$ cat src/design/ddr_mode_pkg.sv
// Package: command strobe layout, mode register fields, burst length codes and timing constants
package ddr_mode_pkg;

	// Mode register field positions in the captured address word
	localparam int BL_LSB       = 0;
	localparam int BL_MSB       = 2;
	localparam int BT_POS       = 3;
	localparam int CL_LSB       = 4;
	localparam int CL_MSB       = 6;
	localparam int TM_POS       = 7;
	localparam int DLLRST_POS   = 8;
	localparam int DLLEN_POS    = 0;
	localparam int ADDR_W       = 13;
	localparam int EXT_W        = 12;

	// Burst length codes
	localparam logic [2:0] BL_CODE_2 = 3'h1;
	localparam logic [2:0] BL_CODE_4 = 3'h2;
	localparam logic [2:0] BL_CODE_8 = 3'h3;

	// Reset values of the captured registers (undefined in silicon)
	localparam logic [12:0] MODE_RST = 13'h0000;
	localparam logic [11:0] EXT_RST  = 12'h000;

	// Mode register write occupancy in cycles
	localparam int MRD_CYCLES = 2;

	// DLL lock wait in cycles after a DLL reset or enable
	localparam int DLL_LOCK_CYCLES = 200;

	// Column counter width of a burst
	localparam int COL_W = 3;

	// Command strobes as sampled at a rising edge, active low
	typedef struct packed {
		logic csN;
		logic rasN;
		logic casN;
		logic weN;
	} cmd_pins_t;

	// Decoded mode register content
	typedef struct packed {
		logic [2:0] burstLen;
		logic       interleaved;
		logic [2:0] readLatency;
		logic       testMode;
		logic       dllReset;
	} mode_fields_t;

endpackage

$ cat src/design/burst_addr_gen.sv
// Burst column address generator for sequential and interleaved order
`timescale 1ns/1ps

module burst_addr_gen #(
	parameter int COLW = 3
) (
	input  wire logic            core_clk,
	input  wire logic            sys_rst,
	input  wire logic            clkEn,
	input  wire logic            start,
	input  wire logic [COLW-1:0] startAddr,
	input  wire logic [COLW-1:0] lenMask,
	input  wire logic            interleaved,
	output logic      [COLW-1:0] colAddr,
	output logic                 colValid
);

	// Elaboration check: the wrap masks need at least a three-bit column
	if (COLW < 3) begin : g_colw_check
		$error("COLW must be at least 3");
	end

	logic [COLW-1:0] base;      // Start offset of burst
	logic [COLW-1:0] beat;      // Beat counter, loaded with one at start
	logic [COLW-1:0] mask;      // Held wrap mask
	logic            ilv;       // Held order selection
	logic            busy;      // Burst in progress

	// Sequential wraps inside the aligned block; interleave is plain XOR
	wire [COLW-1:0] seqAddr  = (base & ~mask) | ((base + beat) & mask);
	wire [COLW-1:0] ilvAddr  = base ^ (beat & mask);
	wire [COLW-1:0] nextAddr = ilv ? ilvAddr : seqAddr;
	wire            lastBeat = (beat == mask);

	// Burst sequencing; a new start restarts the burst at full length
	always_ff @(posedge core_clk or posedge sys_rst) begin
		if (sys_rst) begin
			base     <= '0;
			beat     <= '0;
			mask     <= '0;
			ilv      <= 1'b0;
			busy     <= 1'b0;
			colAddr  <= '0;
			colValid <= 1'b0;
		end else if (clkEn) begin
			if (start) begin
				base     <= startAddr;
				mask     <= lenMask;
				ilv      <= interleaved;
				beat     <= COLW'(1);
				busy     <= (lenMask != '0);
				colAddr  <= startAddr;
				colValid <= 1'b1;
			end else if (busy) begin
				colAddr  <= nextAddr;
				colValid <= 1'b1;
				beat     <= beat + COLW'(1);
				busy     <= !lastBeat;
			end else begin
				colValid <= 1'b0;
			end
		end
	end

endmodule

$ cat src/design/ddr_init_mode_reg.sv
// Mode register capture and command decoding of a DDR SDRAM device
`timescale 1ns/1ps

// Contract
// - Mode load strobes low captures address
// - Mode write occupies two clock cycles
// - Mode register rewritable when banks idle
// - Burst length from address bits 0-2
// - Order from bit 3, latency bits 4-6
// - Address bit eight requests DLL reset
// - Sequential burst wraps in aligned block
// - Interleaved burst is start XOR counter
// - Inputs sampled rising edge, chip select low
// - Extended load has bank bit zero high
module ddr_init_mode_reg (
	input  wire logic                     core_clk,
	input  wire logic                     sys_rst,
	input  wire logic                     clkEn,
	input  wire logic                     cke,
	input  wire ddr_mode_pkg::cmd_pins_t  cmdPins,
	input  wire logic                     bank_sel_bit0,
	input  wire logic                     bank_sel_bit1,
	input  wire logic [12:0]              addr,
	output ddr_mode_pkg::mode_fields_t    modeFields,
	output logic                          dllEnabled,
	output logic                          modeWritten,
	output logic                          extWritten,
	output logic                          modeBusy,
	output logic                          dllLocked,
	output logic                          initDone,
	output logic                          seqError,
	output logic [2:0]                    colAddr,
	output logic                          colValid
);

	// Two-stage synchronisers for the pin inputs
	logic [19:0] pinMeta;        // First stage, read only by second
	logic [19:0] pinSync;        // Second stage, used by the logic

	always_ff @(posedge core_clk or posedge sys_rst) begin
		if (sys_rst) begin
			// Both stages park at deselect so no phantom command appears
			pinMeta <= 20'h0000f;
			pinSync <= 20'h0000f;
		end else if (clkEn) begin
			pinMeta <= {cke, bank_sel_bit1, bank_sel_bit0, addr, cmdPins};
			pinSync <= pinMeta;
		end
	end

	// Synchronised fields
	wire                     ckeS  = pinSync[19];
	wire                     ba1S  = pinSync[18];
	wire                     ba0S  = pinSync[17];
	wire [12:0]              addrS = pinSync[16:4];
	ddr_mode_pkg::cmd_pins_t cmdS;
	assign cmdS = pinSync[3:0];

	// Command decode; chip select high masks everything
	wire selected  = ckeS && !cmdS.csN;
	wire loadStrb  = selected && !cmdS.rasN && !cmdS.casN
	                 && !cmdS.weN;
	wire modeLoad  = loadStrb && !ba0S;
	wire extLoad   = loadStrb && ba0S;
	wire precharge = selected && !cmdS.rasN && cmdS.casN && !cmdS.weN;
	wire prechAll  = precharge && addrS[10];
	wire refresh   = selected && !cmdS.rasN && !cmdS.casN && cmdS.weN;
	wire activate  = selected && !cmdS.rasN && cmdS.casN && cmdS.weN;
	wire anyCmd    = selected && !(cmdS.rasN && cmdS.casN && cmdS.weN);
	wire readCmd   = selected && cmdS.rasN && !cmdS.casN && cmdS.weN;

	// Initialisation progress states
	typedef enum logic [2:0] {
		ST_POWER   = 3'b000,
		ST_PRE1    = 3'b001,
		ST_EXT     = 3'b010,
		ST_DLLRST  = 3'b011,
		ST_REFRESH = 3'b100,
		ST_DONE    = 3'b101
	} init_state_t;

	init_state_t     initState;      // Progress through init
	init_state_t     next_initState;
	logic            sawDllRst;      // DLL reset load seen
	logic            sawPre2;        // Second precharge seen
	logic [1:0]      refreshCnt;     // Refreshes since both seen
	logic [1:0]      mrdCnt;         // Mode write occupancy left
	logic [7:0]      lockCnt;        // DLL lock countdown
	logic            bankOpen;       // Some bank activated
	logic            lockedInt;      // DLL lock reached

	// Occupancy and misuse checks the device can observe
	wire loadBad  = (modeLoad || extLoad) && (bankOpen || !ckeS);
	wire mrdBad   = anyCmd && (mrdCnt != 2'h0);
	wire readBad  = readCmd && !lockedInt;
	wire pairDone = sawDllRst && sawPre2;

	// Next init state; deviation from the order only holds the state, seqError is not raised
	always_comb begin
		next_initState = initState;
		case (initState)
			ST_POWER:   if (ckeS) next_initState = ST_PRE1;
			ST_PRE1:    if (prechAll) next_initState = ST_EXT;
			ST_EXT:     if (extLoad && !addrS[ddr_mode_pkg::DLLEN_POS])
				next_initState = ST_DLLRST;
			ST_DLLRST:  if (pairDone) next_initState = ST_REFRESH;
			ST_REFRESH: if (modeLoad && !addrS[ddr_mode_pkg::DLLRST_POS]
			                && refreshCnt == 2'h2)
				next_initState = ST_DONE;
			ST_DONE:    next_initState = ST_DONE;
			default:    next_initState = ST_POWER;
		endcase
	end

	// Init sequencing and bookkeeping
	always_ff @(posedge core_clk or posedge sys_rst) begin
		if (sys_rst) begin
			initState  <= ST_POWER;
			sawDllRst  <= 1'b0;
			sawPre2    <= 1'b0;
			refreshCnt <= 2'h0;
			bankOpen   <= 1'b0;
		end else if (clkEn) begin
			initState <= next_initState;
			if (initState == ST_DLLRST && modeLoad
			    && addrS[ddr_mode_pkg::DLLRST_POS])
				sawDllRst <= 1'b1;
			if (initState == ST_DLLRST && prechAll)
				sawPre2 <= 1'b1;
			if (initState == ST_REFRESH && refresh && refreshCnt != 2'h2)
				refreshCnt <= refreshCnt + 2'h1;
			if (activate)
				bankOpen <= 1'b1;
			else if (prechAll)
				bankOpen <= 1'b0;
		end
	end

	// Mode registers capture the sampled address in the load cycle
	always_ff @(posedge core_clk or posedge sys_rst) begin
		if (sys_rst) begin
			modeFields  <= '0;
			dllEnabled  <= 1'b0;
			modeWritten <= 1'b0;
			extWritten  <= 1'b0;
			mrdCnt      <= 2'h0;
		end else if (clkEn) begin
			if (modeLoad) begin
				modeFields.burstLen    <= addrS[2:0];
				modeFields.interleaved <= addrS[3];
				modeFields.readLatency <= addrS[6:4];
				modeFields.testMode    <= addrS[7];
				modeFields.dllReset    <= addrS[8];
				modeWritten            <= extWritten;
			end
			if (extLoad) begin
				dllEnabled <= !addrS[ddr_mode_pkg::DLLEN_POS];
				extWritten <= 1'b1;
			end
			if (modeLoad || extLoad)
				mrdCnt <= 2'(ddr_mode_pkg::MRD_CYCLES - 1);
			else if (mrdCnt != 2'h0)
				mrdCnt <= mrdCnt - 2'h1;
		end
	end

	// DLL lock countdown restarts on enable or DLL reset
	wire dllKick = (extLoad && !addrS[0]) || (modeLoad && addrS[8]);
	always_ff @(posedge core_clk or posedge sys_rst) begin
		if (sys_rst) begin
			lockCnt   <= 8'h00;
			lockedInt <= 1'b0;
		end else if (clkEn) begin
			if (dllKick) begin
				lockCnt   <= 8'(ddr_mode_pkg::DLL_LOCK_CYCLES - 1);
				lockedInt <= 1'b0;
			end else if (lockCnt != 8'h00) begin
				lockCnt <= lockCnt - 8'h01;
			end else if (dllEnabled) begin
				lockedInt <= 1'b1;
			end
		end
	end

	// Status outputs, all registered; error is sticky until reset
	always_ff @(posedge core_clk or posedge sys_rst) begin
		if (sys_rst) begin
			modeBusy  <= 1'b0;
			dllLocked <= 1'b0;
			initDone  <= 1'b0;
			seqError  <= 1'b0;
		end else if (clkEn) begin
			// Busy spans the load edge and the one occupied cycle after it
			modeBusy  <= modeLoad || extLoad || (mrdCnt != 2'h0);
			dllLocked <= lockedInt;
			initDone  <= (next_initState == ST_DONE);
			if (loadBad || mrdBad || readBad)
				seqError <= 1'b1;
		end
	end

	// Burst length code to wrap mask
	wire [2:0] lenMask =
		(modeFields.burstLen == ddr_mode_pkg::BL_CODE_2) ? 3'h1 :
		(modeFields.burstLen == ddr_mode_pkg::BL_CODE_4) ? 3'h3 :
		(modeFields.burstLen == ddr_mode_pkg::BL_CODE_8) ? 3'h7 : 3'h0;

	// Column order of reads and writes follows the mode register
	burst_addr_gen #(.COLW(ddr_mode_pkg::COL_W)) u_burst (
		.core_clk    (core_clk),
		.sys_rst     (sys_rst),
		.clkEn       (clkEn),
		.start       (readCmd || (selected && cmdS.rasN && !cmdS.casN
		              && !cmdS.weN)),
		.startAddr   (addrS[2:0]),
		.lenMask     (lenMask),
		.interleaved (modeFields.interleaved),
		.colAddr     (colAddr),
		.colValid    (colValid)
	);
endmodule

$ cat config.mk
export PLATFORM = sky130hd
export DESIGN_NAME = ddr_init_mode_reg
export DESIGN_NICKNAME = d
export VERILOG_FILES = /design/src/design/ddr_mode_pkg.sv /design/src/design/burst_addr_gen.sv /design/src/design/ddr_init_mode_reg.sv
export SDC_FILE = /design/constraint.sdc
export NUM_CORES = 1
export LEC_CHECK = 0
export ABC_AREA = 1
export BUFFER_PORTS_ARGS = -buffer_cell sky130_fd_sc_hd__clkbuf_2
export CAP_MARGIN = 30
export CORE_MARGIN = 5
export CORE_UTILIZATION = 24
export DETAILED_ROUTE_END_ITERATION = 8
export GPL_ROUTABILITY_DRIVEN = 0
export PLACE_DENSITY = 0.53
export RECOVER_POWER = 100
export SKIP_CTS_REPAIR_TIMING = 1
export SLEW_MARGIN = 20
export SYNTH_ARGS = -nofsm -noshare
export SYNTH_HDL_FRONTEND = slang
export SYNTH_SLANG_ARGS = --single-unit
$ cat constraint.sdc
create_clock -name core_clk -period 2.4 [get_ports core_clk]
set_clock_uncertainty 0.05 [all_clocks]
set_input_delay 0.36 -clock core_clk [delete_from_list [all_inputs] [get_ports core_clk]]
set_output_delay 0.36 -clock core_clk [all_outputs]
set_load 0.01 [all_outputs]
==> results of run 1 <==
flip-flops by register name, summed over array words and instances (netlist names), 2 cells and up:
signal,flops
initState,3
lockCnt,8
modeFields,9
mrdCnt,2
pinMeta,16
pinSync,16
refreshCnt,2
u_burst.base,3
u_burst.beat,3
u_burst.colAddr,3
u_burst.mask,3
path summary, 6_finish.rpt:
check                             from                  to  slack [ns]
max                        pinSync[19]  u_burst.colAddr[0]        0.45
min                            sys_rst          pinMeta[8]        0.13
max reg2reg                pinSync[19]  u_burst.colAddr[0]        0.45
min reg2reg                 pinMeta[0]          pinMeta[0]        0.41
max in group asynchronous      sys_rst          lockCnt[7]        0.88
min in group core_clk       cmdPins[1]          pinMeta[1]        0.16
cell usage after synthesis (all sizes together):
cell,instances
xor2,5
inv,53
buf,8
nand3b,1
a21oi,9
dfstp,8
clkbuf,5
a31oi,2
o21bai,3
o22ai,1
o21ai,50
nand4,5
dfrtp,74
a21o,1
ha,9
nand2,146
nor2,32
fa,1
xnor2,3
or2,1
o211ai,1
nor4,2
nor3,3
o31ai,2
nand3,26
power by group through the flow:
stage / Sequential (W) / Combinational [W] / Clock (W)
floorplan: 0.00205 / 0.000905 / 0
global placement: 0.00206 / 0.00128 / 0
detailed placement: 0.00207 / 0.00132 / 0
CTS: 0.00205 / 0.00133 / 0.00150
global route: 0.00209 / 0.00145 / 0.00156
finish: 0.00204 / 0.00123 / 0.00146
cell usage in the layout, fill, tap and decap left out, types with 6 or more instances in the layout:
cell type / count
dfstp_2: 6
nand3_1: 24
clkbuf_16: 9
nor2_1: 30
o21ai_0: 50
dfrtp_1: 74
clkbuf_2: 18
a21oi_1: 9
inv_1: 50
nand2_1: 144
clkbuf_1: 27
ha_1: 9
metal layers:
| metal | track usage [%] | wire length [um] | vias to the layer above |
|---|---|---|---|
| met3 | 2.23 | 240 | 7 |
| met1 | 13.2 | 4340 | 1422 |
| met4 | 3.49 | 106 | 0 |
| met2 | 15.7 | 3880 | 50 |
| li1 | - | - | 1515 |
| met5 | 0 | 0 | - |
metrics by stage:
stage / util [%] / hold slack [ns] / cell area (sq um)
global placement: 27.3 / 0.362 / 4330
floorplan: - / 0.392 / 3900
CTS: 29.2 / 0.0152 / 4640
finish: 28.4 / 0.126 / 4510
detailed placement: 27.3 / 0.373 / 4330
global route: 28.4 / 0.151 / 4510
worst register-to-register path, delay by kind of cell (launching register included):
| family | cells | cell delay (ns) |
|---|---|---|
| flip-flops | 1 | 0.40 |
| AO/OA/AOI/OAI | 2 | 0.25 |
| AND/OR/NAND/NOR | 4 | 0.92 |
| buffers and inverters | 2 | 0.24 |
cell families (layout without fill, tap and decap cells):
logic type	after synthesis	count (layout)	share of synthesized area, %
flops	82	82	53.0
fa+ha+maj	10	10	3.41
buf+inv	66	111	6.91
simple gates	216	216	24.7
xor+xnor	8	8	1.80
compound gates	69	69	10.2
cell type report:
type / instances / share of cell area [%]
clock buffers: 14 / 5.63
clock inverters: 2 / 1.33
inverters: 53 / 4.43
multi-input cells: 303 / 32.9
flip-flops and latches: 82 / 45.7
well taps: 216 / 5.99
repair buffers: 42 / 4.07
==> impl_metrics.ini, run 1 <==
[logic_synthesis]
synth_top_area_share_pct = 47.6
ys_warn_count = 0
synth_area_sq_um = 3890
synth_seq_cells = 82
synth.avg_cell_area_sq_um = 8.63
ys_types = 38
synth-seq-area-share_pct = 53.0
synth_cells = 451
synth.area.top_cells = dfrtp_1 48%, nand2_1 14%, dfstp_2 5.4%, o21ai_0 5.1%, inv_1 4.8%
synthesis.nets = 484
yosys.area.top_type = dfrtp_1

[power_and_ir_drop]
p_per_area_nw_per_um2 = 1050
total_power_w = 0.00474
p_comb_share_pct = 26.1
p_int_w = 0.00317
seqPwrFrac_pct = 43.1
p_clk_share_pct = 30.8
swShare_pct = 33.0
vdd_drop_max_mv = 0.386
leakagePower_nw = 2.21
p_sw_w = 0.00156

[placed_design]
port_buffers = 38
dpl_worst_slack_ns = 0.541
dp_cells = 696
dp_hpwl_mm = 6.19

[timing]
min_period_ns = 1.95
tns_ns = 0
fmax_ghz = 0.513
finalCritPeriodShare_pct = 81.2
rsz0062_at_grt = no
worst_pin_slew_ns = 0.997
slew_headroom_pct = 33.2
finalHoldViolCount = 0
setup-violations-final = 0
slew_violations = 0
fin_ws_ns = 0.450

[floorplanning]
core_area_sq_um = 15900
dieArea_sq_um = 18900
rows = 46
io_pins = 43
dieWidth_um = 137
die_y_um = 137
initial_core_util_pct = 24.5

[finish]
antenna_cells = 0
fin_cells = 712
multi_input_area_sq_um = 1480
seq_area_sq_um = 2060
nets = 524
areaGrowthSynthToFinish_pct = 16.0
fillers = 1772
layout-drive-gt1-share_pct = 9.48

[detailed_routing]
drc_errors = 0
avgRoutedWirePerCell_um = 12.0
drt_first_pass_iters = 4
vias = 2994
ant_nets = 0
avgViaCountPerCell = 4.21
drt_first_iter_violations = 124
wirelength_mm = 8.57

[clock_tree]
clk_pin_slew_ns = 0.06
root_buffer = clkbuf_16
cts_max_path_buffers = 2
clock_sinks = 82
clk_latency_ns = 0.33
cts_tree = built
htree_levels = 3
cts_buffers = 9

[critical_path]
r2r_cells = 8
cp_common_cell = o21ai_0
crit_path_max_incr_delay_ns = 0.40
critPathKind = reg2reg
path_buf_inv = 2
crit_slowest_cell = dfrtp_1
cp_top_family = simple AND/OR/NAND/NOR gates
cp-end-kind = register
crit_chain = inv_1 > nor2_8 > nand3_1 > nor2_4 > inv_2 > nand2_2 > o21ai_0 > o21ai_0
cp.required_ns = 2.61
crit_cells = 8
start_kind = register
cp_max_fo = 14
crit_arrival_ns = 2.16

[grt]
grt_use_total_pct = 9.85
grt_pass1_vias = 3079
grt_max_degree = 62
grt_overflow_total = 0
antenna_found_initial = 0
grt_pass1_wl_mm = 14.7

[min_path]
hp-class = in2async

[job]
drv_cap = 0

[run_status]
status = completed
No activity file was read; power rests on OpenSTA's default activity.
==> inputs of run 2 (changes only) <==
--- a/config.mk
+++ b/config.mk
@@ -12,7 +12,7 @@
 export CORE_UTILIZATION = 24
 export DETAILED_ROUTE_END_ITERATION = 8
 export GPL_ROUTABILITY_DRIVEN = 0
-export PLACE_DENSITY = 0.53
+export PLACE_DENSITY = 0.51
 export RECOVER_POWER = 100
 export SKIP_CTS_REPAIR_TIMING = 1
 export SLEW_MARGIN = 20
==> constraint.sdc (replaced) <==
create_clock -name core_clk -period 1.9 [get_ports core_clk]
set_clock_uncertainty 0.05 [all_clocks]
set_input_delay 0.285 -clock core_clk [delete_from_list [all_inputs] [get_ports core_clk]]
set_output_delay 0.285 -clock core_clk [all_outputs]
set_load 0.01 [all_outputs]
==> run 2 against run 1 <==
Against the previous run:
- non-clock buffer count grew 7
- global-route usage grew 0.28 points
- sequential cell count is the same
- register-to-register slack lost 0.27 ns
- combinational power grew 28%
- total power grew 25%
- critical endpoint unchanged
- largest cell class unchanged
==> impl_metrics.ini, run 2 (synthesized netlist as in run 1, its figures left out) <==
[clock_tree]
cts_buffers = 9
root_buffer = clkbuf_16
htree_levels = 3
cts_tree = built
clk_latency_ns = 0.34
clock_sinks = 82
cts_max_path_buffers = 2
clk_pin_slew_ns = 0.06

[floorplanning]
dieWidth_um = 137
io_pins = 43
rows = 46
dieArea_sq_um = 18900
die_y_um = 137
initial_core_util_pct = 24.5
core_area_sq_um = 15900

[grt]
grt_use_total_pct = 10.1
grt_use_met3_pct = 2.23
grt_pass1_vias = 3156
antenna_found_initial = 0
busiest_layer = met2
grt_max_degree = 42
use_met2_pct = 16.6
grt_util_met1_pct = 12.8
grt_pass1_wl_mm = 15.1
grt_overflow_total = 0

[critical_path]
crit_arrival_ns = 1.94
cp.required_ns = 2.11
ff2ff_setup_slack_ns = 0.18
reg2reg_from = pinSync[19]
r2r-end = u_burst.colAddr[0]
cp-end-kind = register
start_kind = register
r2r_cells = 8
critPathKind = reg2reg
cp_max_fo = 7

[power_and_ir_drop]
vdd_drop_max_mv = 0.454
seqPwrFrac_pct = 43.7
swShare_pct = 33.3
p_clk_share_pct = 29.9
total_power_w = 0.00592
p_comb_share_pct = 26.4
p_int_w = 0.00395
leakagePower_nw = 2.26
p_sw_w = 0.00197
p_per_area_nw_per_um2 = 1280

[detailed_routing]
ant_nets = 0
vias = 3031
wirelength_mm = 8.61
avgViaCountPerCell = 4.22
avgRoutedWirePerCell_um = 12.0
drt_first_iter_violations = 131
drc_errors = 0
drt_first_pass_iters = 4

[timing]
tns_ns = 0
rsz0062_at_grt = no
worst_pin_slew_ns = 1.09
finalHoldViolCount = 0
slew_headroom_pct = 26.8
setup-violations-final = 0
min_period_ns = 1.72
finalCritPeriodShare_pct = 90.7
fmax_ghz = 0.580
slew_violations = 0
fin_ws_ns = 0.177

[finish]
fillers = 1766
final_common_cell = nand2_1
antenna_cells = 0
areaGrowthSynthToFinish_pct = 18.5
final_core_util_pct = 29.0
nets = 531
final_area_sq_um = 4610
final_cell_mix = 145 x nand2_1, 74 x dfrtp_1, 49 x inv_1, 49 x o21ai_0, 29 x nor2_1
layout-drive-gt1-share_pct = 11.3
top_regs = pinMeta (16), pinSync (16), modeFields (9)

[min_path]
hold_depth = 3
hold_path_end = pinMeta[2]
min_from = cmdPins[2]
hp-class = in2reg

[run_status]
status = completed

[placed_design]
placed_cell_area_sq_um = 4400
dp_hpwl_mm = 6.42
port_buffers = 38
dpl_worst_slack_ns = 0.205

[job]
drv_cap = 0
==> run 2: cell count changes in the layout (fill, tap and decap cells not counted), sizes merged <==
cell	before	now
buf	1	6
bufinv	2	1
clkbuf	55	56
clkinv	0	1
dlygate4sd3	0	1
==> run 2: metrics by stage <==
step                cells  hold WS [ns]
floorplan             451         0.331
global placement      702         0.300
detailed placement    702         0.307
CTS                   718       -0.0655
global route          719        0.0844
finish                719        0.0745
==> run 2: power by group through the flow <==
| stage | Combinational (W) | Sequential [W] | Clock (W) |
|---|---|---|---|
| after global routing | 0.00184 | 0.00265 | 0.00191 |
| after CTS | 0.00168 | 0.00260 | 0.00184 |
| final | 0.00157 | 0.00259 | 0.00177 |
| after detailed placement | 0.00167 | 0.00262 | 0 |
| after global placement | 0.00164 | 0.00261 | 0 |
| after floorplan | 0.00114 | 0.00259 | 0 |
==> run 2: layout make-up <==
cell class	count	area [sq um]	share of cell area, %
flip-flops and latches	82	2060	44.7
multi-input cells	303	1500	32.4
clock buffers	14	274	5.94
repair buffers	49	274	5.94
well taps	216	270	5.86
inverters	53	200	4.34
clock inverters	2	35.0	0.760
==> run 2: how the worst max path moves through the flow <==
| stage | startpoint | depth (start not counted) | slack [ns] | endpoint |
|---|---|---|---|---|
| global route | pinSync[19] | 8 | 0.008 | u_burst.colAddr[0] |
| floorplan | u_burst.beat[0] | 11 | 0.34 | u_burst.colAddr[2] |
| finish | pinSync[19] | 8 | 0.18 | u_burst.colAddr[0] |
| global placement | u_burst.beat[0] | 11 | 0.20 | u_burst.colAddr[2] |
| detailed placement | lockCnt[0] | 9 | 0.20 | lockCnt[2] |
| CTS | lockCnt[0] | 9 | 0.19 | lockCnt[2] |
==> run 2: per-layer routing <==
layer	share of wire, %	wire (um)
met3	2.9	253
met4	1.5	128
met2	47	4050
met5	0	0
met1	48	4180
==> run 2: worst max-delay path, stage by stage (launching register included) <==
cell and delay, ns:
dfrtp_1 0.41, inv_2 0.10, nor2_8 0.10, nand3_4 0.13, nor2_1 0.34, inv_2 0.10
nand2_1 0.16, o21ai_0 0.12, o21ai_1 0.13
